**config.mk**
```make
export PLATFORM = sky130hd
export DESIGN_NAME = pulse_dialer_with_redial
export DESIGN_NICKNAME = d
export VERILOG_FILES = /design/src/hw/dialer_pkg.sv /design/src/hw/pulse_dialer_with_redial.sv /design/src/hw/key_decode.sv
export SDC_FILE = /design/constraint.sdc
export NUM_CORES = 1
export LEC_CHECK = 0
export ABC_AREA = 1
export BUFFER_PORTS_ARGS = -buffer_cell sky130_fd_sc_hd__buf_4
export CORE_UTILIZATION = 55
export DETAILED_ROUTE_END_ITERATION = 12
export PLACE_DENSITY = 0.74
export SYNTH_ARGS = -nofsm -noshare
export SYNTH_HDL_FRONTEND = slang
export SYNTH_SLANG_ARGS = --single-unit
```
**constraint.sdc**
```tcl
create_clock -name core_clk -period 3.2 [get_ports core_clk]
set_input_delay 0.16 -clock core_clk [delete_from_list [all_inputs] [get_ports core_clk]]
set_output_delay 0.16 -clock core_clk [all_outputs]
set_load 0.05 [all_outputs]
```
**src/hw/dialer_pkg.sv**
```systemverilog
/*
 * Shared constants, state encodings and the state record of the pulse
 * dialer. Assumes a 200 MHz core clock; every interval is counted in
 * ticks of an emulated 4 kHz oscillator derived from that clock.
 */
package dialer_pkg;

    // Clock and emulated oscillator
    localparam int CORE_HZ = 200_000_000;
    localparam int OSC_HZ = 4000;
    localparam int OSC_DIV_DEF = CORE_HZ / OSC_HZ;

    // Intervals at the 10 pps setting, in their own units
    localparam int DEBOUNCE_MS = 10;
    localparam int MUTE_OVERLAP_MS = 5;
    localparam int PAUSE_MS = 800;
    localparam int HOOK_CLEAR_MS = 300;
    localparam int PULSE_PERIOD_MS = 100;
    localparam int TONE_HZ = 1000;
    localparam int FAST_DIV = 100;
    localparam int MAKE34_PCT = 34;
    localparam int MAKE40_PCT = 40;

    // Interval lengths in oscillator ticks
    localparam int PERIOD_T = PULSE_PERIOD_MS * OSC_HZ / 1000;
    localparam logic [11:0] DB_TICKS = 12'(DEBOUNCE_MS * OSC_HZ / 1000);
    localparam logic [11:0] MO_TICKS = 12'(MUTE_OVERLAP_MS * OSC_HZ / 1000);
    localparam logic [11:0] PAUSE_TICKS = 12'(PAUSE_MS * OSC_HZ / 1000);
    localparam logic [10:0] HOOK_TICKS = 11'(HOOK_CLEAR_MS * OSC_HZ / 1000);
    localparam logic [11:0] MAKE34_TICKS = 12'(PERIOD_T * MAKE34_PCT / 100);
    localparam logic [11:0] BRK66_TICKS = 12'(PERIOD_T - PERIOD_T * 34 / 100);
    localparam logic [11:0] MAKE40_TICKS = 12'(PERIOD_T * MAKE40_PCT / 100);
    localparam logic [11:0] BRK60_TICKS = 12'(PERIOD_T - PERIOD_T * 40 / 100);
    localparam logic [11:0] FAST_HALF = 12'(PERIOD_T / FAST_DIV / 2);
    localparam logic [11:0] FAST_PAUSE = 12'(PAUSE_MS * OSC_HZ / 1000 / 100);
    localparam logic [11:0] FAST_MO = 12'h001;
    localparam logic [1:0] TONE_TICKS = 2'(OSC_HZ / (2 * TONE_HZ));
    localparam logic [5:0] MEM_DEPTH = 6'h20;

    // Key codes: digits carry their pulse count, zero sends ten
    localparam logic [3:0] KEY_STAR = 4'hb;
    localparam logic [3:0] KEY_HASH = 4'hc;
    localparam logic [3:0] KEY_MAXDIG = 4'ha;

    typedef enum logic [3:0] {
        K_OFF = 4'b0001, K_IDLE = 4'b0010,
        K_SCAN = 4'b0100, K_HELD = 4'b1000
    } key_st_t;

    typedef enum logic [5:0] {
        D_IDLE = 6'b000001, D_PRE = 6'b000010, D_BREAK = 6'b000100,
        D_MAKE = 6'b001000, D_IDP = 6'b010000, D_OVER = 6'b100000
    } dial_st_t;

    typedef struct packed {
        key_st_t kst;
        dial_st_t dst;
        logic [15:0] div;
        logic phase;
        logic [2:0] col_cap;
        logic [3:0] last;
        logic [10:0] kcnt;
        logic [1:0] tcnt;
        logic [11:0] cnt;
        logic [3:0] plen;
        logic [3:0] dig;
        logic [31:0][3:0] mem;
        logic [5:0] wcnt;
        logic [5:0] rd;
        logic new_sess;
        logic cleared;
        logic fast;
        logic pfast;
        logic [3:0] row_o;
        logic [3:0] row_oe;
        logic [2:0] col_o;
        logic [2:0] col_oe;
        logic pulse_oe;
        logic mute_oe;
        logic tone;
        logic od_lo;
    } dial_state_t;

    localparam dial_state_t ST_RESET = '{
        kst: K_IDLE, dst: D_IDLE, div: 16'h0000, phase: 1'b0,
        col_cap: 3'h0, last: 4'h0, kcnt: 11'h000, tcnt: 2'h0,
        cnt: 12'h000, plen: 4'h0, dig: 4'h0, mem: '0, wcnt: 6'h00,
        rd: 6'h00, new_sess: 1'b1, cleared: 1'b1, fast: 1'b0,
        pfast: 1'b0, row_o: 4'hf, row_oe: 4'hf, col_o: 3'h7,
        col_oe: 3'h7, pulse_oe: 1'b0, mute_oe: 1'b0, tone: 1'b0,
        od_lo: 1'b0
    };

endpackage : dialer_pkg

```
**src/hw/pulse_dialer_with_redial.sv**
```systemverilog
/*
 * Pulse dialer with 32-digit redial memory: keypad scan and debounce,
 * digit store, outpulsing with mute and acknowledgement tone.
 * Assumes all pins are synchronous to core_clk; open-drain pins and
 * the key lines are resolved outside from the o/oe pairs.
 */
// Summary of operation
// RL1 - Pulse rate 10 pps low, 20 pps high
// RL2 - 20 pps halves debounce, pauses, mute overlap
// RL3 - All intervals counted in oscillator ticks
// RL4 - Key accepted after 10 ms stable
// RL5 - User holds key at least 40 ms
// RL6 - Rollover key held 5 ms after release
// RL7 - Valid key: one row with one column
// RL8 - On-hook holds key lines high, ignores keys
// RL9 - Static keypad, oscillator off until key sensed
// RL10 - On-hook 300 ms clears memory state
// RL11 - Mute held 5 ms after last pulse
// RL12 - Start-up plus debounce within 40 ms
// RL13 - Tone 1 kHz or 2 kHz while held
// RL14 - 800 ms pause before and between digits
// RL15 - Digit value gives break count, zero ten
// RL16 - Ratio select: 34/66 high, 40/60 low
// RL17 - Mute from pre-digit pause past last break
// RL18 - Pulse pin open on make, low on break
// RL19 - On-hook while dialing: 100x rate, 50/50
`timescale 1ns/1ps
module pulse_dialer_with_redial
    import dialer_pkg::*;
#(
    parameter int unsigned OSC_DIV = OSC_DIV_DEF // Core cycles per tick
)
(
    // Clock and reset
    input wire logic core_clk,
    input wire logic rstn,
    // Straps and hook
    input wire logic hook_in,
    input wire logic rate_select_in,
    input wire logic ratio_select_in,
    // Keypad rows
    input wire logic [3:0] row_i,
    output logic [3:0] row_o,
    output logic [3:0] row_oe,
    // Keypad columns
    input wire logic [2:0] col_i,
    output logic [2:0] col_o,
    output logic [2:0] col_oe,
    // Line pulse, mute, tone
    output logic pulse_o,
    output logic pulse_oe,
    output logic mute_o,
    output logic mute_oe,
    output logic tone_out
);

    dial_state_t st_q; // Whole registered state
    dial_state_t st_d; // Next state
    logic osc_run; // Oscillator enabled
    logic tick; // One oscillator period elapsed
    logic kv; // Decoded key valid
    logic [3:0] kc; // Decoded key code

    // Halve at 20 pps, never below one tick
    function automatic logic [11:0] scale(input logic [11:0] x,
                                          input logic r20);
        if (r20 && x > 12'h001)
            scale = x >> 1; // RL2
        else
            scale = x;
    endfunction : scale

    // Break length for one pulse
    function automatic logic [11:0] brk_len(input logic f,
                                            input logic r20,
                                            input logic ratio);
        if (f)
            brk_len = scale(FAST_HALF, r20); // RL19
        else
            brk_len = scale(ratio ? BRK66_TICKS : BRK60_TICKS, r20);
    endfunction : brk_len

    // Make length for one pulse
    function automatic logic [11:0] mk_len(input logic f,
                                           input logic r20,
                                           input logic ratio);
        if (f)
            mk_len = scale(FAST_HALF, r20); // RL19
        else
            mk_len = scale(ratio ? MAKE34_TICKS : MAKE40_TICKS, r20); // RL16
    endfunction : mk_len

    // Scan result decoder
    key_decode u_dec (
        .row_lo(~row_i),
        .col_lo(st_q.col_cap),
        .valid(kv),
        .code(kc)
    );

    // Oscillator runs only while scanning, dialing or timing the hook
    always_comb
    begin
        osc_run = (st_q.kst == K_SCAN) || (st_q.kst == K_HELD) ||
                  (st_q.dst != D_IDLE) ||
                  (st_q.kst == K_OFF && hook_in && !st_q.cleared); // RL9
        tick = osc_run && (st_q.div == 16'(OSC_DIV - 1)); // RL3
    end

    // Next-state logic for keypad, memory and outpulsing
    always_comb
    begin
        st_d = st_q;
        // Tick divider held at zero while stopped
        if (!osc_run || tick)
            st_d.div = 16'h0000;
        else
            st_d.div = st_q.div + 16'h0001;

        // Keypad side
        if (hook_in)
        begin
            // Key lines held high, nothing accepted
            st_d.kst = K_OFF; // RL8
            st_d.row_o = 4'hf;
            st_d.row_oe = 4'hf;
            st_d.col_o = 3'h7;
            st_d.col_oe = 3'h7;
            st_d.tone = 1'b0;
            if (st_q.kst != K_OFF)
            begin
                st_d.kcnt = 11'h000;
                st_d.cleared = 1'b0;
            end
            else if (tick && st_q.dst == D_IDLE && !st_q.cleared)
            begin
                // Long enough on-hook arms a fresh session
                if (st_q.kcnt == HOOK_TICKS - 11'h001)
                begin
                    st_d.cleared = 1'b1; // RL10
                    st_d.new_sess = 1'b1;
                end
                else
                    st_d.kcnt = st_q.kcnt + 11'h001;
            end
            if (st_q.dst != D_IDLE)
                st_d.fast = 1'b1; // RL19
        end
        else
        begin
            case (st_q.kst)
                K_OFF, K_IDLE:
                begin
                    // Static strobe: rows low, columns sensed
                    st_d.kst = K_IDLE;
                    st_d.row_o = 4'h0;
                    st_d.row_oe = 4'hf;
                    st_d.col_oe = 3'h0;
                    st_d.phase = 1'b0;
                    st_d.kcnt = 11'h000;
                    st_d.last = 4'h0;
                    if (st_q.kst == K_IDLE && col_i != 3'h7)
                        st_d.kst = K_SCAN; // RL9
                end
                K_SCAN, K_HELD:
                begin
                    if (tick && !st_q.phase)
                    begin
                        // Columns seen with rows low; now drive columns
                        st_d.col_cap = ~col_i;
                        st_d.phase = 1'b1;
                        st_d.row_oe = 4'h0;
                        st_d.col_o = 3'h0;
                        st_d.col_oe = 3'h7;
                    end
                    else if (tick)
                    begin
                        // Pair complete: rows read, back to row drive
                        st_d.phase = 1'b0;
                        st_d.row_o = 4'h0;
                        st_d.row_oe = 4'hf;
                        st_d.col_oe = 3'h0;
                        if (st_q.kst == K_HELD)
                        begin
                            // Release rescans; a rolled-over key debounces
                            if (!kv)
                            begin
                                st_d.kst = K_SCAN; // RL6
                                st_d.kcnt = 11'h000;
                                st_d.last = 4'h0;
                                st_d.tone = 1'b0;
                            end
                        end
                        else if (!kv)
                            st_d.kst = K_IDLE;
                        else if (kc != st_q.last)
                        begin
                            st_d.last = kc;
                            st_d.kcnt = 11'h002;
                        end
                        else if ({1'b0, st_q.kcnt} + 12'h002 <
                                 scale(DB_TICKS, rate_select_in))
                            st_d.kcnt = st_q.kcnt + 11'h002; // RL4
                        else
                        begin
                            // Accepted: 10 ms here leaves margin to 40 ms
                            st_d.kst = K_HELD; // RL12
                            st_d.tcnt = 2'h0;
                            if (st_q.new_sess)
                            begin
                                // First key: star/hash redials, else new
                                st_d.new_sess = 1'b0;
                                st_d.rd = 6'h00;
                                if (kc <= KEY_MAXDIG)
                                begin
                                    st_d.mem[0] = kc;
                                    st_d.wcnt = 6'h01;
                                end
                            end
                            else if (kc <= KEY_MAXDIG &&
                                     st_q.wcnt < MEM_DEPTH)
                            begin
                                st_d.mem[st_q.wcnt[4:0]] = kc;
                                st_d.wcnt = st_q.wcnt + 6'h01;
                            end
                        end
                    end
                    // Tone only while still held; a release keeps tone low
                    if (tick && st_q.kst == K_HELD && st_d.kst == K_HELD)
                    begin
                        if (st_q.tcnt == 2'h0)
                        begin
                            st_d.tone = ~st_q.tone; // RL13
                            st_d.tcnt = 2'(scale({10'h000, TONE_TICKS},
                                                 rate_select_in) - 12'h001);
                        end
                        else
                            st_d.tcnt = st_q.tcnt - 2'h1;
                    end
                end
                default:
                    st_d.kst = K_IDLE;
            endcase
        end

        // Outpulsing side
        if (tick && st_q.dst != D_IDLE && st_q.cnt != 12'h001)
            st_d.cnt = st_q.cnt - 12'h001; // RL3
        case (st_q.dst)
            D_IDLE:
            begin
                st_d.fast = 1'b0;
                if (st_q.rd != st_q.wcnt && !hook_in)
                begin
                    // Mute starts with the pre-digit pause
                    st_d.dst = D_PRE;
                    st_d.mute_oe = 1'b1; // RL17
                    st_d.cnt = scale(PAUSE_TICKS, rate_select_in); // RL14
                end
            end
            D_PRE, D_IDP:
            begin
                if (tick && st_q.cnt == 12'h001)
                begin
                    // Load next digit and open its first break
                    st_d.dig = st_q.mem[st_q.rd[4:0]];
                    st_d.plen = st_q.mem[st_q.rd[4:0]]; // RL15
                    st_d.rd = st_q.rd + 6'h01;
                    st_d.dst = D_BREAK;
                    st_d.pfast = st_d.fast;
                    st_d.pulse_oe = 1'b1; // RL18
                    st_d.cnt = brk_len(st_d.fast, rate_select_in,
                                       ratio_select_in);
                end
            end
            D_BREAK:
            begin
                if (tick && st_q.cnt == 12'h001)
                begin
                    st_d.pulse_oe = 1'b0; // RL18
                    st_d.plen = st_q.plen - 4'h1;
                    if (st_q.plen > 4'h1)
                    begin
                        st_d.dst = D_MAKE;
                        st_d.cnt = mk_len(st_q.pfast, rate_select_in,
                                          ratio_select_in);
                    end
                    else if (st_q.rd != st_q.wcnt)
                    begin
                        st_d.dst = D_IDP;
                        st_d.cnt = scale(st_d.fast ? FAST_PAUSE :
                                         PAUSE_TICKS, rate_select_in);
                    end
                    else
                    begin
                        st_d.dst = D_OVER;
                        st_d.cnt = scale(st_q.pfast ? FAST_MO : MO_TICKS,
                                         rate_select_in); // RL11
                    end
                end
            end
            D_MAKE:
            begin
                if (tick && st_q.cnt == 12'h001)
                begin
                    st_d.dst = D_BREAK;
                    st_d.pfast = st_d.fast;
                    st_d.pulse_oe = 1'b1;
                    st_d.cnt = brk_len(st_d.fast, rate_select_in,
                                       ratio_select_in); // RL1
                end
            end
            D_OVER:
            begin
                if (tick && st_q.cnt == 12'h001)
                begin
                    st_d.dst = D_IDLE;
                    st_d.mute_oe = 1'b0; // RL11
                end
            end
            default:
                st_d.dst = D_IDLE;
        endcase
    end

    // State register, synchronous reset
    always_ff @(posedge core_clk)
    begin
        if (!rstn)
            st_q <= ST_RESET;
        else
            st_q <= st_d;
    end

    // Outputs straight from the state register
    assign row_o = st_q.row_o;
    assign row_oe = st_q.row_oe;
    assign col_o = st_q.col_o;
    assign col_oe = st_q.col_oe;
    assign pulse_o = st_q.od_lo;
    assign pulse_oe = st_q.pulse_oe;
    assign mute_o = st_q.od_lo;
    assign mute_oe = st_q.mute_oe;
    assign tone_out = st_q.tone;

    // Checking helpers: ticks spent in break, overlap and debounce; breaks sent per digit
    logic [11:0] brk_n;
    logic [11:0] ovl_n;
    logic [11:0] scan_n;
    logic [3:0] pls_n;
    always_ff @(posedge core_clk)
    begin
        if (!rstn || !st_q.pulse_oe)
            brk_n <= 12'h000;
        else if (tick)
            brk_n <= brk_n + 12'h001;
        if (!rstn || st_q.dst != D_OVER)
            ovl_n <= 12'h000;
        else if (tick)
            ovl_n <= ovl_n + 12'h001;
        if (!rstn || st_q.kst != K_SCAN)
            scan_n <= 12'h000;
        else if (tick)
            scan_n <= scan_n + 12'h001;
        // The first break opens on the edge that leaves the pause
        if (!rstn)
            pls_n <= 4'h0;
        else if (st_q.dst == D_PRE || st_q.dst == D_IDP)
            pls_n <= {3'h0, st_d.pulse_oe};
        else if (st_d.pulse_oe && !st_q.pulse_oe)
            pls_n <= pls_n + 4'h1;
    end
endmodule : pulse_dialer_with_redial

```
**src/hw/key_decode.sv**
```systemverilog
/*
 * Keypad decoder: turns the rows and columns seen low in one scan pair
 * into a key code. Assumes active-high "seen low" inputs, 4 rows by
 * 3 columns; purely combinational.
 */
`timescale 1ns/1ps
module key_decode
    import dialer_pkg::*;
(
    // Scan results
    input wire logic [3:0] row_lo,
    input wire logic [2:0] col_lo,
    // Decoded key
    output logic valid,
    output logic [3:0] code
);

    // Index of a one-hot vector, flag if not exactly one bit set
    function automatic logic [2:0] onehot_idx(input logic [3:0] v);
        case (v)
            4'h1: onehot_idx = 3'h0;
            4'h2: onehot_idx = 3'h1;
            4'h4: onehot_idx = 3'h2;
            4'h8: onehot_idx = 3'h3;
            default: onehot_idx = 3'h4;
        endcase
    endfunction : onehot_idx

    logic [2:0] ri; // Row index, 4 means invalid
    logic [2:0] ci; // Column index, 4 means invalid

    // Exactly one row with exactly one column is a key
    always_comb
    begin
        ri = onehot_idx(row_lo);
        ci = onehot_idx({1'b0, col_lo});
        valid = (ri != 3'h4) && (ci != 3'h4); // RL7
        code = 4'h0;
        if (ri == 3'h3)
        begin
            // Bottom row: star, zero, hash
            code = (ci == 3'h0) ? KEY_STAR :
                   (ci == 3'h1) ? KEY_MAXDIG : KEY_HASH;
        end
        else
        begin
            code = 4'(ri * 3 + ci + 1);
        end
    end

endmodule : key_decode

```
# [Yosys cells after proc, flatten, opt, wreduce, memory -nomap -nowiden]
# Index checks and enable logic that the tools add are counted.
[word_totals] register_bits=228 in_bits=12 out_inout_bits=19 elab_cells=342
[classes] addsub=12 multipliers=1 order_cmp=11 eq_ne=61 muxes=122 bitwise=10 reduce_logical=68
[op_table] cell="12-bit 2-to-1 mux" count=17
[op_table] cell="128-bit bitwise mux" count=1
[op_table] cell="11-bit 2-to-1 mux" count=6
[op_table] cell="6-bit 2-to-1 mux" count=11
[op_table] cell="4-bit 2-to-1 mux" count=16
[op_table] cell="7-bit 2-to-1 mux" count=8
[op_table] cell="17-bit 2-to-1 mux" count=3
[op_table] cell="12-bit one-hot mux with 4 select lines" count=1
[op_table] cell="10-bit 2-to-1 mux" count=3
[op_table] cell="15-bit 2-to-1 mux" count=2
[op_table] cell="3-bit inequality test (second input constant)" count=10
[op_table] cell="15-bit one-hot mux with 2 select lines" count=1
[op_table] cell="10-bit AND reduction" count=3
[op_table] cell="2-bit 2-to-1 mux" count=13
[op_table] cell="6-bit one-hot mux with 4 select lines" count=1
[op_table] cell="2-bit nonzero test" count=12
[op_table] cell="3-bit AND reduction" count=7
[op_table] cell="4-bit binary-select mux with 5-bit select" count=1
[op_table] cell="4-bit demux with 5-bit select" count=1
[op_table] cell="1-bit logical AND" count=20
[op_table] cell="20-bit 2-to-1 mux" count=1
[op_table] cell="2-bit inequality test (second input constant)" count=10
[op_table] cell="9-bit 2-to-1 mux" count=2
[op_table] cell="2-bit by 1-bit inequality test with 1-bit output (second input constant)" count=9
[op_table] cell="70 further kinds" count=126

# [Logic depth before layout (Yosys ltp)]
# Gate-level depths: netlist (run 1).
[depth] depth_word=32 mapped_depth=22 ltp_nobuf=21

# [Hierarchy]
# From an unflattened synthesis (run 1), not the netlist that was laid out.
[unflattened] hier_cells=1805 hier_area_um2=12369.4
[modules_own_cells] module="pulse_dialer_with_redial" instances=1 cells_per_inst=1746 area_per_inst_um2=12012.8 seq_area_each_um2=4284.1
[modules_own_cells] module="key_decode" instances=1 cells_per_inst=59 area_per_inst_um2=356.6 seq_area_each_um2=0.0

# [Least setup slack after synthesis (run 1)]
# No wires, ideal clock.
[synth_timing] path_type="register -> register" startpoint="register st_q[199] in the netlist's numbering" endpoint="register st_q[127] in the netlist's numbering" setup_ns=0.114 arrival_ns=2.958 required_time_ns=3.086 setup_slack_ns=0.128 path_stages_with_launch=21 n_path_buf=1 synth_period_minus_slack_ns=3.072 cell_sequence="dfxtp_1 -> inv_1 -> nand3_1 -> nand3_1 -> inv_1 -> ha_1 -> ha_1 -> a21oi_1 -> nand2_1 -> nand3b_1 -> nand3_2 -> nand2_1 -> nand2_1 -> nand2_4 -> nor2_8 -> nand2_4 -> nor2_8 -> buf_12 -> nand3_4 -> o21ai_1 -> nor2_1"
[synth_between] elab_chain_cells=9 word_cells_on_any_way=19 cone_classes="2 x add/sub; 1 x order compare; 6 x eq/ne; 5 x mux; 1 x bitwise; 4 x reduce/logical"
[synth_lines] item="start: declaration" line_no="pulse_dialer_with_redial.sv:57" source="dial_state_t st_q;"
[synth_lines] item="start signal: assignment" line_no="pulse_dialer_with_redial.sv:332" source="st_q <= st_d;"
[synth_lines] item="3-bit equality test, or another cell as far along" line_no="key_decode.sv:20" source="case (v)"
[synth_lines] item="3-bit one-hot mux with 3 select lines (*)" line_no="key_decode.sv:20"
[synth_lines] item="parallel branches: the longest is 7 deep, another holds 4-bit by 3-bit adder with 4-bit output"
# Every way passes the cells marked *.
# A chain may end at the register's enable or synchronous reset.

# [Final worst setup path (run 1)]
[layout_timing] startpoint="register st_q[200] in the netlist's numbering" endpoint="register st_q[104] in the netlist's numbering"
# Same word-level chain as after synthesis.

==> results of run 1 <==
worst paths after layout:
check                           cells past startpoint  slack (ns)             from        end
worst max-delay path                               19        0.01        st_q[200]  st_q[104]
worst min register to register                      1        0.45        st_q[203]  st_q[203]
worst min-delay path                                5        0.13  ratio_select_in  st_q[176]
worst max register to register                     19        0.01        st_q[200]  st_q[104]
worst max-delay path, cell delays in order (launching register included):
cell,delay [ns]
dfxtp_2,0.33
inv_2,0.08
nand3_4,0.09
fa_1,0.53
fa_2,0.45
nand2_2,0.09
nand2_2,0.08
nand2_2,0.07
nand3_2,0.10
nor2_4,0.16
nand2_4,0.08
nor2_8,0.10
nand2_4,0.07
nor2_8,0.23
buf_12,0.15
buf_16,0.12
nand3_4,0.11
nand2_2,0.09
nand2_2,0.05
nor2_2,0.12
sequential cells by signal (all words and copies together), names as in the netlist:
name / flops
st_q: 207
mute_oe: 1
pulse_oe: 1
row_o: 1
col_o: 1
col_oe: 1
row_oe: 1
tone_out: 1
layout make-up:
type | instances | share of cell area
multi-input combinational | 1327 | 0.482
sequential | 214 | 0.292
tap | 285 | 0.0243
clock buffer | 37 | 0.0498
inverter | 313 | 0.0800
clock inverter | 6 | 0.00716
timing repair buffer | 108 | 0.0643
timing repair:
action / CTS / global route
gates cloned: 2 / 0
pin swaps: 11 / 27
buffers inserted: 8 / 4
resized for setup: 16 / 93
setup endpoints to repair: 132 / 151
endpoints found under the hold margin: 6 / 0
hold buffers: 5 / 0
report_power, final:
part           total, mW  switching, mW  leakage [nW]  internal [mW]
sequential          2.75         0.0359          1.73           2.72
clock               2.93           1.12         0.412           1.81
combinational      0.938          0.642          4.46          0.296
routing by layer:
metal | global-route usage | vias up | wire length (um)
met5 | 0 | - | 0
met4 | 0.0933 | 0 | 1030
met3 | 0.0372 | 81 | 1880
met2 | 0.500 | 352 | 16300
met1 | 0.377 | 5573 | 15000
li1 | - | 6227 | -
placed cells by master (no fill, tap or decap), types with 28 or more instances in the layout:
cell type  count
inv_1        296
o21ai_0      101
a21oi_1      109
nand3_1       67
nand2_2       58
nor3_1        28
nand2_1      340
nor2_1       356
dfxtp_1      210
o21ai_1       34
nand3_4       32
buf_4         89
through the flow:
| stage | TNS, ns | instances |
|---|---|---|
| 6_report | 0 | 2290 |
| 5_1_grt | -16.75 | 2290 |
| 4_1_cts | -0.146 | 2288 |
| 3_5_place_dp | -21.69 | 2230 |
| 3_3_place_gp | -8.20 | 2230 |
| 2_1_floorplan | 0 | 1939 |
cells by family (layout without fill, tap and decap cells):
family / after synthesis / in the layout / share of synthesized area
buffers and inverters: 398 / 464 / 0.128
AOI/OAI and AO/OA: 316 / 316 / 0.139
other: 1 / 2 / 0.000296
adders and majority gates: 26 / 26 / 0.0268
xor gates and xnor gates: 27 / 27 / 0.0186
DFF: 214 / 214 / 0.338
and+or+nand+nor: 956 / 956 / 0.350
==> run summary, run 1 <==
status - completed
pwr/cell area - 451 nW/um^2
GRT Util Overall - 0.291
area of the multi-input gates - 7080 sq um
Fin Hold WS - 0.132 ns
die area - 23700 sq um
Post-synth top flop - dfxtp_1
Yosys top cell area share - 0.338
Power Total - 6.62 mW
FP Rows - 55
Worst VDD drop - 382 uV
register bit total from synthesis - 214
Final period util - 0.995
total gr overflow - 0
Fill cells - 1986
slew margin rel. - 0.312
CTS Buf Count - 25
Routability Congestion - 0.953
Avg WL per Cell - 14.9 um
port bufs - 28
Worst Setup End Kind - flip-flop
vias - 12200
Worst-Margin Slew - 1.03 ns
fin nets - 2027
global-route wire length before repair - 56700 um
CTS clock-pin slew for the worst setup and hold paths - 0.06 ns
CTS tree - done
HP Class - input port to flip-flop
Clock Path Buffers - 3
Starting Density - 0.560
Seq/Total Area, Yosys - 0.338
DRT iter0 DRCs - 927
HPWL Detailed - 22900 um
share of cells above drive strength 1 - 0.147
synth warn - 0
drt total wl - 34200 um
Leak - 6.60 nW
vias per cell - 5.34
top cells by count, synth - nand2_1, nor2_1, inv_1, dfxtp_1, a21oi_1
Chip Height - 154 um
largest area contributor in the netlist - dfxtp_1
initial antenna violation count - 0
Cell Area, Placed - 13300 sq um
Post-Synthesis Cells - 1938
asr flop ratio synth - 0
largest cells by area after synthesis - dfxtp_1, nand2_1, nor2_1
Cell Area, Synth - 12700 sq um
MaxCap Viol Count - 0
Worst EP arrival - 3.64 ns
P&R area growth vs syn - 15.8%
final hold viol count - 0
Final Max Tran Viols - 0
Die Width - 154 um
pin count of the biggest net entering global routing - 98
Setup Viol. Count Final - 0
clk_lat worst skew - 0.52 ns
Register Area - 4290 sq um
ant diodes - 0
number of enable flip-flop cells after synthesis - 0
DR DRC count - 0
final instance area - 14700 sq um
first-pass iteration count of the detailed router - 6
setup ws final - 0.0149 ns
WP data required - 3.65 ns
vias in the first global route - 11500
Netlist cell types - 53
CTS root buf - clkbuf_16
clock sinks - 214
startpoint type of the worst setup path - flip-flop
# H-tree levels - 1
fin crit period - 3.19 ns
critical path fanouts, max - 8
dpl ws - -0.219 ns
end-of-flow core utilization - 0.649
count leader, synth - nand2_1
FMAX - 314 MHz
CORE AREA - 22600 sq um
clk_skew - 0.00922 ns
Detail Route Antenna Nets - 0
crit path kind - flip-flop to flip-flop
IO Pins - 31
RSZ-0062 raised after global routing - true
synthesized area per cell - 6.54 sq um
(Power assumes the default switching activity.)
==> inputs of run 2 (changes only) <==
==> constraint.sdc (replaced) <==
create_clock -name core_clk -period 2.58 [get_ports core_clk]
set_input_delay 0.129 -clock core_clk [delete_from_list [all_inputs] [get_ports core_clk]]
set_output_delay 0.129 -clock core_clk [all_outputs]
set_load 0.05 [all_outputs]
==> run 2 against run 1 <==
  * The run now ends with negative setup slack left
  * Combinational power up 33%
  * Global-route usage up 0.49 points
  * Die area unchanged
  * Via count increased by 4.0%
  * Critical endpoint is now st_q[96]
  * Largest cell class unchanged
  * Highest routed layer unchanged
==> run summary, run 2 (synthesized netlist as in run 1, its figures left out) <==
max reg flops - 207 (unchanged)
FF-to-FF path depth - 18 (-1)
first-pass iteration count of the detailed router - 5 (-1)
clock sinks - 214 (unchanged)
Routability Congestion - 0.916 (-3.9%)
ant diodes - 0 (unchanged)
FP Rows - 55 (unchanged)
pwr/cell area - 536 nW/um^2 (+19%)
CTS clock-pin slew for the worst setup and hold paths - 0.06 ns (about the same)
Hold Path Origin - ratio_select_in
DR DRC count - 0 (unchanged)
Crit path depth - 18 (-1)
CP max stage delay - 0.61 ns (+0.08 ns)
status - finished with violations
Die Width - 154 um (unchanged)
CTS root buf - clkbuf_16
Detail Route Antenna Nets - 0 (unchanged)
drt total wl - 35300 um (+3.1%)
Final Max Tran Viols - 0 (unchanged)
Starting Density - 0.560 (unchanged)
Power Total - 8.19 mW (+24%)
IO Pins - 31 (unchanged)
CTS Buf Count - 24 (-4.0%)
port bufs - 28 (unchanged)
# H-tree levels - 1 (unchanged)
Avg WL per Cell - 15.0 um (+0.67%)
initial antenna violation count - 0 (unchanged)
global-route wire length before repair - 57800 um (+1.9%)
Leak - 6.93 nW (+5.0%)
Bufs and invs on worst path - 2 (-1)
dpl ws - -0.746 ns (-0.527 ns)
slowest CP cell - fa_2
Cell Area, Placed - 13800 sq um (+3.3%)
WHS Path Cells - 6 (+1)
Worst EP arrival - 3.56 ns (-0.08 ns)
startpoint type of the worst setup path - flip-flop
Final period util - 1.21 (+0.213)
HP Class - input port to flip-flop
GRT Util Overall - 0.296 (+0.00489)
failing checks - negative setup slack
most frequent cells in the layout - nor2_1, nand2_1, inv_1, dfxtp_1, buf_4
FMAX - 321 MHz (+2.1%)
final instance area - 15300 sq um (+4.1%)
setup ws final - -0.538 ns (-0.553 ns)
end-of-flow core utilization - 0.675 (+0.0267)
vias in the first global route - 11900 (+3.9%)
Clock Path Buffers - 3 (unchanged)
total gr overflow - 0 (unchanged)
Critical Path Start - st_q[199]
vias per cell - 5.43 (+1.6%)
Setup Viol. Count Final - 162 (+162)
pin count of the biggest net entering global routing - 157 (+60%)
critical path fanouts, max - 8 (unchanged)
delay-heaviest family, CP - simple AND/OR/NAND/NOR gates
P&R area growth vs syn - 20.5%
fin crit period - 3.12 ns (-0.0668 ns)
CTS tree - done
Worst Setup End Kind - flip-flop
Worst-Margin Slew - 0.749 ns (-0.283 ns)
clk_skew - 0.0171 ns (+0.00785 ns)
DRT iter0 DRCs - 1026 (+11%)
Worst VDD drop - 550 uV (+44%)
fin nets - 2082 (+2.7%)
MaxCap Viol Count - 0 (unchanged)
Chip Height - 154 um (unchanged)
WP data required - 3.02 ns (-0.63 ns)
RSZ-0062 raised after global routing - true
RR Startpoint - st_q[199]
most used cell, CP - nand2_2
vias - 12700 (+4.0%)
clk_lat worst skew - 0.53 ns (about the same)
crit path kind - flip-flop to flip-flop
most common cell after layout, fill and taps aside - nor2_1
slew margin rel. - 0.500 (+0.189)
die area - 23700 sq um (unchanged)
Most flops, register - st_q
HPWL Detailed - 22600 um (-1.2%)
CP Cell Sequence - inv_2 -> nand3_4 -> fa_2 -> fa_2 -> nand2_2 -> nand2_2 -> nand2_2 -> nand3_2 -> nor2_4 -> nand2_4 -> nor2_8 -> nand2_4 -> nor2_8 -> buf_12 -> nand3_4 -> nand2_1 -> nand2_1 -> nor2_1
share of cells above drive strength 1 - 0.178 (+0.0305)
CORE AREA - 22600 sq um (unchanged)
final hold viol count - 0 (unchanged)
==> run 2: report_power, final <==
part           total (mW)  switching (mW)  internal, mW  leakage (nW)
combinational        1.25           0.817         0.436          4.80
clock                3.53            1.39          2.14         0.399
sequential           3.41          0.0409          3.37          1.73
==> run 2: timing repair <==
action | CTS | global route
gates cloned | 6 | 0
resized for setup | 44 | 85
hold endpoints to repair | 6 | 0
pin swaps | 19 | 30
buffers inserted | 16 | 11
setup endpoints to repair | 162 | 172
hold buffers | 4 | 0
==> run 2: worst min-delay path: stages <==
cell and delay, ns:
buf_4 0.10, inv_1 0.07, nand2_1 0.09, o31ai_1 0.07, nand2_1 0.07, a21oi_1 0.06
==> run 2: final timing paths <==
| check | endpoint | slack, ns |
|---|---|---|
| setup / recovery | st_q[96] | -0.54 |
| hold / removal | st_q[174] | 0.12 |
| setup reg to reg | st_q[96] | -0.54 |
| hold reg to reg | st_q[20] | 0.45 |
==> run 2: per-layer routing <==
| metal | wire length [um] | GRT usage |
|---|---|---|
| met2 | 17000 | 0.516 |
| met1 | 14600 | 0.371 |
| met3 | 2250 | 0.0409 |
| met5 | 0 | 0 |
| met4 | 1400 | 0.108 |
==> run 2: final cells by class <==
type	instances	area, sq um
tap	285	357
clock buffer	37	731
inverter	313	1180
multi-input combinational	1327	7180
fill	1947	7350
timing repair buffer	164	1470
sequential	214	4290
clock inverter	5	78.8
==> run 2: through the flow <==
| step | instances | hold slack (ns) | TNS (ns) |
|---|---|---|---|
| 2_1_floorplan | 1939 | 0.221 | -52.40 |
| 3_3_place_gp | 2279 | 0.316 | -88.24 |
| 3_5_place_dp | 2279 | 0.320 | -101.05 |
| 4_1_cts | 2342 | 0.107 | -63.44 |
| 5_1_grt | 2345 | 0.169 | -100.45 |
| 6_report | 2345 | 0.119 | -74.50 |
==> inputs of run 3 (changes only) <==
--- a/config.mk
+++ b/config.mk
@@ -7,7 +7,9 @@
 export LEC_CHECK = 0
 export ABC_AREA = 1
 export BUFFER_PORTS_ARGS = -buffer_cell sky130_fd_sc_hd__buf_4
+export CORE_MARGIN = 3
 export CORE_UTILIZATION = 55
+export CTS_BUF_LIST = sky130_fd_sc_hd__clkbuf_16
 export DETAILED_ROUTE_END_ITERATION = 12
 export PLACE_DENSITY = 0.74
 export SYNTH_ARGS = -nofsm -noshare
==> run 3 against run 2 <==
  * The flow still finishes with violations (negative setup slack)
  * Power down 4.6%
  * First-iteration DRC count grew 13%
  * Die area rose by 5.3%
  * Via count down 0.66%
  * Clock power decreased by 9.6%
  * Largest power group is now registers
  * Cell count unchanged
  * Combinational power down 3%
  * Clock-buffer cell count decreased by 12
  * Sequential share of layout area up 0.31 points
  * Global-route usage fell by 1.9 points
==> run summary, run 3 (synthesized netlist as in run 1, its figures left out) <==
status - finished with violations
failing checks - negative setup slack
HP Class - input port to flip-flop
CORE AREA - 22200 sq um (-1.8%)
Routability Congestion - 0.908 (-0.85%)
pwr/cell area - 515 nW/um^2 (-3.8%)
placed cell count - 2276 (-0.13%)
slew margin rel. - 0.451 (-0.0497)
Comb pwr share - 0.155 (+0.002)
clk_lat worst skew - 0.53 ns (about the same)
CTS Buf Count - 24 (unchanged)
M1 WL - 15500 um (+6.0%)
RSZ-0062 raised after global routing - true
Most flops, register - st_q
delay-heaviest family, CP - simple AND/OR/NAND/NOR gates
first-pass iteration count of the detailed router - 6 (+1)
vias - 12600 (-0.66%)
global-route wire length before repair - 56700 um (-2.0%)
Leak - 6.89 nW (-0.51%)
# H-tree levels - 1 (unchanged)
Chip Height - 158 um (+2.6%)
IO Pins - 31 (unchanged)
Sw Ratio - 0.282 (+0.00719)
Cell Area, Placed - 13800 sq um (+0.25%)
Avg WL per Cell - 15.0 um (-0.33%)
fin nets - 2087 (+0.24%)
most used cell, CP - nand2_1
final instance area - 15200 sq um (-0.87%)
Fill cells - 1873 (-3.8%)
met2 WL - 16300 um (-4.1%)
Clk pwr share - 0.408 (-0.023)
startpoint type of the worst setup path - flip-flop
die area - 24900 sq um (+5.3%)
ant diodes - 0 (unchanged)
Final Max Tran Viols - 0 (unchanged)
GRT Util Overall - 0.277 (-0.0189)
slowest CP cell - fa_1
net switching power - 2.20 mW (-2.1%)
Fin Hold WS - 0.0788 ns (-0.0406 ns)
share of total power in sequential cells - 0.436 (+0.020)
FMAX - 315 MHz (-1.6%)
vias in the first global route - 11500 (-3.6%)
DRT iter0 DRCs - 1155 (+13%)
most frequent cells in the layout - nor2_1, nand2_1, inv_1, dfxtp_1, buf_4
crit path kind - flip-flop to flip-flop
vias per cell - 5.39 (-0.66%)
Worst Setup End Kind - flip-flop
final hold viol count - 0 (unchanged)
Power Total - 7.81 mW (-4.6%)
Power Internal - 5.61 mW (-5.6%)
critical path fanouts, max - 8 (unchanged)
Top Metal Used - met4
most common cell after layout, fill and taps aside - nor2_1
end-of-flow core utilization - 0.682 (+0.00654)
DR DRC count - 0 (unchanged)
WP data required - 3.03 ns (about the same)
initial antenna violation count - 0 (unchanged)
Final period util - 1.23 (+0.0202)
clk_skew - 0.0130 ns (-0.00408 ns)
CTS root buf - clkbuf_16
TNS Setup - -80.55 ns (-6.04 ns)
Detail Route Antenna Nets - 0 (unchanged)
Worst VDD drop - 503 uV (-8.6%)
CTS clock-pin slew for the worst setup and hold paths - 0.06 ns (about the same)
dpl ws - -0.646 ns (+0.100 ns)
Worst-Margin Slew - 0.824 ns (+0.0745 ns)
clock sinks - 214 (unchanged)
fin crit period - 3.17 ns (+0.0521 ns)
Bufs and invs on worst path - 4 (+2)
Clock Path Buffers - 3 (unchanged)
setup ws final - -0.590 ns (-0.0521 ns)
FP Rows - 54 (-1.8%)
pin count of the biggest net entering global routing - 157 (unchanged)
P&R area growth vs syn - 19.5%
share of cells above drive strength 1 - 0.176 (-0.00140)
HPWL Detailed - 23200 um (+2.5%)
total gr overflow - 0 (unchanged)
Starting Density - 0.571 (+0.0104)
max reg flops - 207 (unchanged)
drt total wl - 35200 um (-0.33%)
Die Width - 158 um (+2.6%)
Met3 Routed Length - 2580 um (+15%)
CP Cell Sequence - inv_4 -> nand3_4 -> fa_1 -> inv_1 -> ha_1 -> nand3_1 -> nand2_1 -> nand3b_1 -> nand3_2 -> nand2_1 -> nand2_2 -> nand2_4 -> nor2_8 -> nand2_4 -> nor2_8 -> buf_6 -> buf_12 -> nand3_4 -> nand2_1 -> nand2_1 -> nor2_1
Worst EP arrival - 3.62 ns (+0.06 ns)
CP max stage delay - 0.53 ns (-0.08 ns)
MaxCap Viol Count - 0 (unchanged)
port bufs - 28 (unchanged)
Setup Viol. Count Final - 162 (unchanged)
Final Non-Filler Cells - 2345 (unchanged)
CTS tree - done
run 3: layer usage:
layer	GRT usage	up-vias
li1	-	6355
met1	0.379	5797
met4	0.0711	0
met2	0.461	414
met5	0	-
met3	0.0399	74
run 3: cell type report:
cell class                      instances  area (sq um)  share of cell area
Tap cell                              280           350              0.0231
Timing Repair Buffer                  169          1450              0.0954
Sequential cell                       214          4300               0.284
Clock buffer                           25           626              0.0413
Multi-Input combinational cell       1327          7160               0.472
Clock inverter                         17          92.6             0.00611
Inverter                              313          1190              0.0783
run 3: worst min-delay path, cell delays in order:
cell	delay (ns)
buf_4	0.17
nand2_1	0.09
buf_4	0.11
a21oi_1	0.05
run 3: worst paths after layout:
kind,start,endpoint,slack [ns],cells after the start
hold / removal,rate_select_in,st_q[179],0.08,4
hold reg to reg,st_q[20],st_q[20],0.46,2
setup / recovery,st_q[200],st_q[69],-0.59,21
setup reg to reg,st_q[200],st_q[69],-0.59,21
run 3: power groups by stage:
stage | clock network [mW] | registers, mW | logic, mW
floorplan | 0 | 3.48 | 0.719
global placement | 0 | 3.48 | 1.09
detailed placement | 0 | 3.48 | 1.11
CTS | 3.24 | 3.40 | 1.15
global route | 3.36 | 3.41 | 1.32
finish | 3.19 | 3.41 | 1.21
run 3: timing repair:
item / in CTS / in global routing
setup endpoints to repair: 169 / 177
hold buffers: 4 / 0
pin swaps: 22 / 35
endpoints found under the hold margin: 7 / 0
setup buffers: 11 / 15
gates resized for setup: 51 / 78
gates cloned: 3 / 0
